==> src/rtl/mmf_pkg.sv <==
package mmf_pkg;
   // ----------------------------------------
   // register map (word addresses)
   // ----------------------------------------
   localparam logic [10:0] ADDR_LOCK_KEY = 11'h1CF;
   localparam logic [10:0] ADDR_IDENT = 11'h1D5;
   localparam logic [10:0] ADDR_COR_SEL = 11'h4CE;
   localparam logic [10:0] ADDR_DIAG_BASE = 11'h162;
   localparam logic [10:0] ADDR_DIAG_LAST = 11'h169;
   localparam logic [10:0] ADDR_STAT_BASE = 11'h1E0;
   localparam logic [10:0] ADDR_STAT_LAST = 11'h1E3;
   localparam logic [10:0] ADDR_DRV_STATUS = 11'h1E4;
   // ----------------------------------------
   // fields and values
   // ----------------------------------------
   localparam logic [15:0] LOCK_KEY = 16'h1337;
   localparam int COR_BITS = 9;
   localparam int COR_DRV_BIT = 0;
   localparam int COR_DIAG_LSB = 1;
   localparam int COR_STAT_LSB = 5;
   localparam logic [8:0] COR_SEL_RESET = 9'h000;
   localparam int ID_PART_LSB = 8;
   localparam int ID_LAYOUT_LSB = 4;
   localparam int ID_ISA_LSB = 0;
   localparam int FLAG_W = 16;
   localparam int PIN_N = 13;
   // ----------------------------------------
   // deglitch timing
   // ----------------------------------------
   localparam int FILT_CYC = 3;
   localparam int FILT_NS = 125;
   localparam int CLK_MHZ = 50;
   localparam logic [1:0] FILT_CNT_MAX = 2'(FILT_CYC - 1);
endpackage

==> src/rtl/mmf_mgmt_regs.sv <==
`timescale 1ns/1ps
// Functional notes
// with select bit 0 set, an external read of the driver status clears it.
// microcore backdoor reads never cause any clear-on-read clearing.
// bits 1-4 enable clearing of the diagnosis pairs from 0x162 to 0x169.
// bits 5-8 enable clearing of the four microcore status registers.
// the select register has nine r/w bits reset to zero, never locked.
// a microcore write colliding with an external read is kept, not cleared.
// writing 0x1337 to the key register clears the lock register.
// a read-only word gives part code, layout and instruction revisions.
// the controller checks the instruction revision before loading code.
// the merged flag bus is the AND of both channel flag buses.
// a pin in its default function leaves its flag bit on the merged bus.
// a pin used as flag loses its original function.
// a flag input replaces its bit after a three-cycle deglitch filter.
// a flag output drives the merged bit straight onto the pin.
// source 0 is default, source 1 dir 0 output, source 1 dir 1 input.
// a set polarity bit inverts the flag between pin and flag bus.
// each flag input pin passes two flip-flops before the filter.
module mmf_mgmt_regs #(
   parameter logic [7:0] PART_CODE = 8'h5A, // arbitrary value
   parameter logic [3:0] LAYOUT_REV = 4'h1,
   parameter logic [3:0] ISA_REV = 4'h1
) (
   input wire logic core_clk, // system clock
   input wire logic rst, // sync reset, high
   input wire logic ce, // clock enable
   input wire logic ext_wr, // external spi register write strobe
   input wire logic ext_rd, // external spi register read strobe
   input wire logic [10:0] ext_addr, // external access address
   input wire logic [15:0] ext_wdata, // external write data
   input wire logic mc_wr, // microcore register write strobe
   input wire logic [10:0] mc_addr, // microcore write address
   input wire logic [15:0] chan1_flags, // channel one flag outputs
   input wire logic [15:0] chan2_flags, // channel two flag outputs
   input wire logic [12:0] flag_src, // source bits per pin
   input wire logic [12:0] flag_dir, // direction bits per pin
   input wire logic [12:0] flag_pol, // polarity bits per pin
   input wire logic [12:0] pin_in, // pin levels
   output logic [15:0] rdata_q, // read data
   output logic rvalid_q, // read data valid pulse
   output logic [8:0] cor_clear_q, // clear pulses, select bit order
   output logic lock_clear_q, // clears lock register
   output logic [15:0] flag_bus_q, // shared flag bus
   output logic [12:0] pin_out_q, // flag output level
   output logic [12:0] pin_oe_q, // pin driven as flag output
   output logic [12:0] pin_flag_mode_q // original function disconnected
);
   // ----------------------------------------
   // register access
   // ----------------------------------------
   logic [8:0] sel_q, sel_d;
   logic [15:0] rdata_d;
   logic rvalid_d;
   logic [8:0] cor_clear_d;
   logic lock_clear_d;
   logic [8:0] hit;
   logic collide;
   logic [10:0] diag_off;
   logic [10:0] stat_off;

   always_comb begin
      diag_off = ext_addr - mmf_pkg::ADDR_DIAG_BASE;
      stat_off = ext_addr - mmf_pkg::ADDR_STAT_BASE;
      hit = 9'h000;
      hit[mmf_pkg::COR_DRV_BIT] = (ext_addr == mmf_pkg::ADDR_DRV_STATUS);
      if (ext_addr >= mmf_pkg::ADDR_DIAG_BASE &&
          ext_addr <= mmf_pkg::ADDR_DIAG_LAST) begin
         hit[mmf_pkg::COR_DIAG_LSB + int'(diag_off[2:1])] = 1'b1;
      end
      if (ext_addr >= mmf_pkg::ADDR_STAT_BASE &&
          ext_addr <= mmf_pkg::ADDR_STAT_LAST) begin
         hit[mmf_pkg::COR_STAT_LSB + int'(stat_off[1:0])] = 1'b1;
      end
      // a refreshed value must survive until the next external read
      collide = mc_wr && (mc_addr == ext_addr);
      cor_clear_d = 9'h000;
      if (ext_rd && !collide) begin
         cor_clear_d = sel_q & hit;
      end
      sel_d = sel_q;
      if (ext_wr && ext_addr == mmf_pkg::ADDR_COR_SEL) begin
         sel_d = ext_wdata[8:0];
      end
      lock_clear_d = ext_wr && ext_addr == mmf_pkg::ADDR_LOCK_KEY &&
                     ext_wdata == mmf_pkg::LOCK_KEY;
      rvalid_d = ext_rd;
      rdata_d = 16'h0000;
      if (ext_rd && ext_addr == mmf_pkg::ADDR_COR_SEL) begin
         rdata_d = {7'h00, sel_q};
      end else if (ext_rd && ext_addr == mmf_pkg::ADDR_IDENT) begin
         rdata_d = {PART_CODE, LAYOUT_REV, ISA_REV};
      end
   end

   always_ff @(posedge core_clk) begin
      if (rst) begin
         sel_q <= mmf_pkg::COR_SEL_RESET;
         rdata_q <= 16'h0000;
         rvalid_q <= 1'b0;
         cor_clear_q <= 9'h000;
         lock_clear_q <= 1'b0;
      end else if (ce) begin
         sel_q <= sel_d;
         rdata_q <= rdata_d;
         rvalid_q <= rvalid_d;
         cor_clear_q <= cor_clear_d;
         lock_clear_q <= lock_clear_d;
      end
   end

   // ----------------------------------------
   // flag bus combiner
   // ----------------------------------------
   logic [15:0] int_flags;
   logic [12:0] filt;
   logic [15:0] flag_bus_d;
   logic [12:0] pin_out_d, pin_oe_d, pin_mode_d;

   assign int_flags = chan1_flags & chan2_flags;

   genvar g;
   generate
      for (g = 0; g < mmf_pkg::PIN_N; g++) begin : g_pin
         mmf_deglitch u_filt (
            .core_clk(core_clk),
            .rst(rst),
            .ce(ce),
            .pin_raw(pin_in[g]),
            .level_q(filt[g])
         );
      end
   endgenerate

   always_comb begin
      flag_bus_d = int_flags;
      pin_mode_d = flag_src;
      pin_oe_d = flag_src & ~flag_dir;
      pin_out_d = 13'h0000;
      for (int i = 0; i < mmf_pkg::PIN_N; i++) begin
         if (flag_src[i] && flag_dir[i]) begin
            flag_bus_d[i] = filt[i] ^ flag_pol[i];
         end else if (flag_src[i]) begin
            pin_out_d[i] = int_flags[i] ^ flag_pol[i];
         end
      end
   end

   always_ff @(posedge core_clk) begin
      if (rst) begin
         flag_bus_q <= 16'h0000;
         pin_out_q <= 13'h0000;
         pin_oe_q <= 13'h0000;
         pin_flag_mode_q <= 13'h0000;
      end else if (ce) begin
         flag_bus_q <= flag_bus_d;
         pin_out_q <= pin_out_d;
         pin_oe_q <= pin_oe_d;
         pin_flag_mode_q <= pin_mode_d;
      end
   end
endmodule

==> src/rtl/mmf_deglitch.sv <==
`timescale 1ns/1ps
module mmf_deglitch (
   input wire logic core_clk, // system clock
   input wire logic rst, // sync reset, high
   input wire logic ce, // clock enable
   input wire logic pin_raw, // asynchronous pin level
   output logic level_q // filtered level
);
   logic sync1_q, sync1_d;
   logic sync2_q, sync2_d;
   logic [1:0] cnt_q, cnt_d;
   logic level_d;

   always_comb begin
      sync1_d = pin_raw;
      sync2_d = sync1_q;
      cnt_d = cnt_q;
      level_d = level_q;
      if (sync2_q == level_q) begin
         cnt_d = 2'h0;
      end else if (cnt_q == mmf_pkg::FILT_CNT_MAX) begin
         level_d = sync2_q;
         cnt_d = 2'h0;
      end else begin
         cnt_d = cnt_q + 2'h1;
      end
   end

   always_ff @(posedge core_clk) begin
      if (rst) begin
         sync1_q <= 1'b0;
         sync2_q <= 1'b0;
         cnt_q <= 2'h0;
         level_q <= 1'b0;
      end else if (ce) begin
         sync1_q <= sync1_d;
         sync2_q <= sync2_d;
         cnt_q <= cnt_d;
         level_q <= level_d;
      end
   end
endmodule

==> config.mk <==
export PLATFORM = sky130hd
export DESIGN_NAME = mmf_mgmt_regs
export DESIGN_NICKNAME = d
export VERILOG_FILES = /design/src/rtl/mmf_pkg.sv /design/src/rtl/mmf_mgmt_regs.sv /design/src/rtl/mmf_deglitch.sv
export SDC_FILE = /design/constraint.sdc
export NUM_CORES = 1
export LEC_CHECK = 0
export BUFFER_PORTS_ARGS = -buffer_cell sky130_fd_sc_hd__buf_2
export CAP_MARGIN = 20
export CORE_MARGIN = 2
export CORE_UTILIZATION = 48
export CTS_BUF_LIST = sky130_fd_sc_hd__clkbuf_4
export CTS_CLUSTER_DIAMETER = 120
export DETAILED_ROUTE_END_ITERATION = 8
export MAX_ROUTING_LAYER = met4
export PLACE_DENSITY = 0.79
export SYNTH_ARGS = -nofsm -noshare
export SYNTH_HDL_FRONTEND = slang
export SYNTH_SLANG_ARGS = --single-unit
==> constraint.sdc <==
create_clock -name core_clk -period 1.5 [get_ports core_clk]
set_input_delay 0.15 -clock core_clk [delete_from_list [all_inputs] [get_ports core_clk]]
set_output_delay 0.15 -clock core_clk [all_outputs]
set_load 0.02 [all_outputs]
==> summary.md <==
| Metric | Value |
|---|---|
| TritonCTS clock tree | `done` |
| Cell Count, Final, Fillers Out | `1245` |
| Port Buffers | `206` |
| Global-route wire length before repair | `29700 µm` |
| Reg-to-reg startpoint | `g_pin[6].u_filt.level_q` |
| Pleak | `0.00404 µW` |
| Worst hold path class | `in -> reg` |
| CP Class | `in -> reg` |
| Clock latency on the worst-skew pair | `0.56 ns` |
| Total Routed Length | `18600 µm` |
| Critical Path RT | `2.01 ns` |
| Gate power share | `15.4%` |
| Peak VDD IR | `0.551 mV` |
| Top sig layer | `met4` |
| Max Fclk | `690 MHz` |
| Hold WS | `0.0578 ns` |
| CTS clk-pin slew, worst paths | `0.13 ns` |
| Core area | `13300 µm²` |
| R2R cell count | `3` |
| Yosys reg bits | `150` |
| Crit Path Max Fanout | `2` |
| Die Height | `121 µm` |
| Placed insts | `1125` |
| Largest net degree at the start of global routing | `73` |
| Pint | `6190 µW` |
| Die area | `14600 µm²` |
| Largest stage delay on the critical path | `0.55 ns` |
| Worst Setup Start Kind | `input port` |
| Critical-path top delay cell | `dlygate4sd3_1` |
| Slew @ Worst Pin | `0.623 ns` |
| Final Hold Vio Count | `0` |
| Met2 WL | `9070 µm` |
| Initial antenna violation count | `2` |
| Finish-stage setup viols | `0` |
| Cell Pwr Density | `908 nW/µm²` |
| Register share of total power | `49.9%` |
| Cells after Synth | `749` |
| Vias in the first global route | `6169` |
| DP HPWL | `12000 µm` |
| Clk network pwr share | `34.7%` |
| CTS H-tree depth | `4` |
| Worst Path Arrival | `1.96 ns` |
| Cell Rows | `42` |
| Commonest cells after routing, fill and taps aside | `buf_2 (204), dfxtp_1 (150), nor2_1 (111)` |
| Gpl congestion | `0.861` |
| Share of layout cells above drive strength 1 | `27.0%` |
| Drt drc | `0` |
| Sw Ratio | `25.8%` |
| Area of the multi-input gates | `3340 µm²` |
| Setup TNS Final | `0 ns` |
| Wire length on met3 | `1130 µm` |
| I/O pin count | `210` |
| Clock sinks | `150` |
| Seq/Total Area, Yosys | `45.8%` |
| Async S/R FF share, synth | `0%` |
| Synth Warn # | `0` |
| Hold EP | `cor_clear_q[8]` |
| FF/Latch Area | `3000 µm²` |
| Clock Tree Buf Depth | `2` |
| Num CTS Buffers | `17` |
| Worst path cell trace | `dlygate4sd3_1, buf_2, nor4bb_1, nand4_1, nor4_1, a21oi_1, nor2_1` |
| Unrepaired setup endpoints after global routing | `false` |
| Post-Synthesis Cell Area | `6550 µm²` |
| Outcome | `finished, final reports clean` |
| Switching pwr | `2150 µW` |
| DR vias | `6521` |
| Max Slew Vio Count | `0` |
| Max-cap violations | `0` |
| Detailed Route Iter0 Violations | `364` |
| CP endpoint kind | `flip-flop` |
| Final Cycle Share | `96.7%` |
| Root Driver | `clkbuf_4` |
| Hold Crit Depth | `3` |
| Congestion Overflow GR | `0` |
| Initial Utilization | `49.3%` |
| EDFF count, synth | `0` |
| Flop2flop setup slack | `0.40 ns` |
| Syn Area/Cell | `8.75 µm²` |
| NumNets Final | `1187` |
| # fillers | `1014` |
| Hold_sp | `rst` |
| Gr usage total | `26.4%` |
| Setup Skew | `0.0126 ns` |
| Drt pass-1 iters | `7` |
| Horiz. Die Dim | `121 µm` |
| Worst R2R End | `flag_bus_q[6]` |
| Commonest non-fill, non-tap cell in the layout | `buf_2` |
| Most used DFF post-synth | `dfxtp_1` |
| WL/cell | `14.9 µm` |
| Area delta synth->final | `40.3%` |
| Yosys cell types | `51` |
| Rel. slew slack | `58.2%` |
| Vias/cell | `5.24` |
| Met1 Wirelength | `7660 µm` |
| Crit path time final | `1.45 ns` |
| Antenna Nets Post-Route | `0` |
[state kept, by name, indices dropped and copies added (netlist names)]
name,cells
g_pin.u_filt.cnt_q,26
cor_clear_q,9
pin_out_q,13
pin_oe_q,13
rdata_q,10
g_pin.u_filt.sync2_q,13
g_pin.u_filt.level_q,13
rvalid_q,1
pin_flag_mode_q,13
sel_q,9
g_pin.u_filt.sync1_q,13
lock_clear_q,1
flag_bus_q,16
[synth_stat cells (2+ instances only)]
cell,n,area [µm²]
and3_1,3,18.8
and2_1,2,12.5
nor4_1,10,62.6
a41o_1,2,20.0
xor2_1,13,114
nor3_1,6,30.0
inv_2,2,7.51
inv_1,3,11.3
buf_4,6,45.0
nor2b_1,8,50.1
and4bb_1,2,25.0
a31oi_1,13,81.3
nor2_1,111,417
a22o_1,4,35.0
a21o_1,2,15.0
ha_1,5,62.6
buf_1,6,22.5
o31ai_1,2,15.0
a211oi_1,13,97.6
nand2b_1,13,81.3
a32o_1,3,30.0
nand3b_1,15,113
nor4b_1,2,17.5
a21oi_1,84,420
o2bb2ai_1,2,17.5
xnor2_1,37,324
nand3_1,30,150
nand4_1,7,43.8
nand2_1,86,323
buf_2,11,55.1
mux2i_1,56,561
dfxtp_1,150,3000
clkbuf_1,22,82.6
[area by class of cell]
| class | instances | area share, % |
|---|---|---|
| antenna | 2 | 0.0544 |
| clock buffer | 17 | 1.39 |
| sequential | 150 | 32.7 |
| timing repair buffer | 330 | 24.6 |
| multi-input combinational | 549 | 36.3 |
| tap | 176 | 2.40 |
| clock inverter | 15 | 2.29 |
| inverter | 6 | 0.327 |
[through the flow]
stage	setup WS, ns	area, µm²	utilization, %	power [µW]
6_report	0.0501	9190	69.1	8340
5_1_grt	0.0855	9190	69.1	8700
4_1_cts	0.134	9180	69.1	8370
3_5_place_dp	-0.248	7980	60.0	5310
3_3_place_gp	-0.237	7980	60.0	5290
2_1_floorplan	-0.0157	6590	-	4840
[worst max-delay path by stage]
stage	from	to	depth (start not counted)
after floorplan	ext_addr[1]	cor_clear_q[5]	8
after global placement	ext_addr[1]	cor_clear_q[5]	9
after detailed placement	ext_addr[1]	cor_clear_q[0]	9
after CTS	rdata_q[12]	rdata_q[11]	1
after global routing	ext_wdata[7]	lock_clear_q	7
final	ext_wdata[5]	lock_clear_q	7
[what timing repair did]
item,in CTS,in global routing
endpoints found under the hold margin,82,0
setup endpoints to repair,0,1
resized for setup,0,1
hold buffers,86,0
setup buffers,0,0
[critical path: cells and delay by family]
kind	cells	cell delay [ns]
and+or+nand+nor	4	1.03
AOI/OAI and AO/OA	1	0.07
buffers and inverters	2	0.71
[layer usage]
layer / global-route usage (%) / vias to the layer above
li1: - / 3198
met1: 30.3 / 3013
met2: 43.3 / 247
met4: 13.2 / 0
met3: 6.16 / 63
met5: - / -
[power groups by stage]
stage	registers (µW)	logic [µW]	clock network [µW]
2_1_floorplan	4340	508	0
3_3_place_gp	4250	1050	0
3_5_place_dp	4250	1060	0
4_1_cts	4160	1250	2950
5_1_grt	4180	1390	3130
6_report	4160	1280	2900
[cell families after synthesis]
family	share of synthesized area, %
other	0.0572
adder cells (fa/ha/maj)	0.955
multiplexers	8.72
AO/OA/AOI/OAI	11.9
XOR/XNOR	6.68
buffers and inverters	3.68
AND/OR/NAND/NOR	22.2
flip-flops	45.8
No activity file was read; power rests on OpenSTA's default activity.
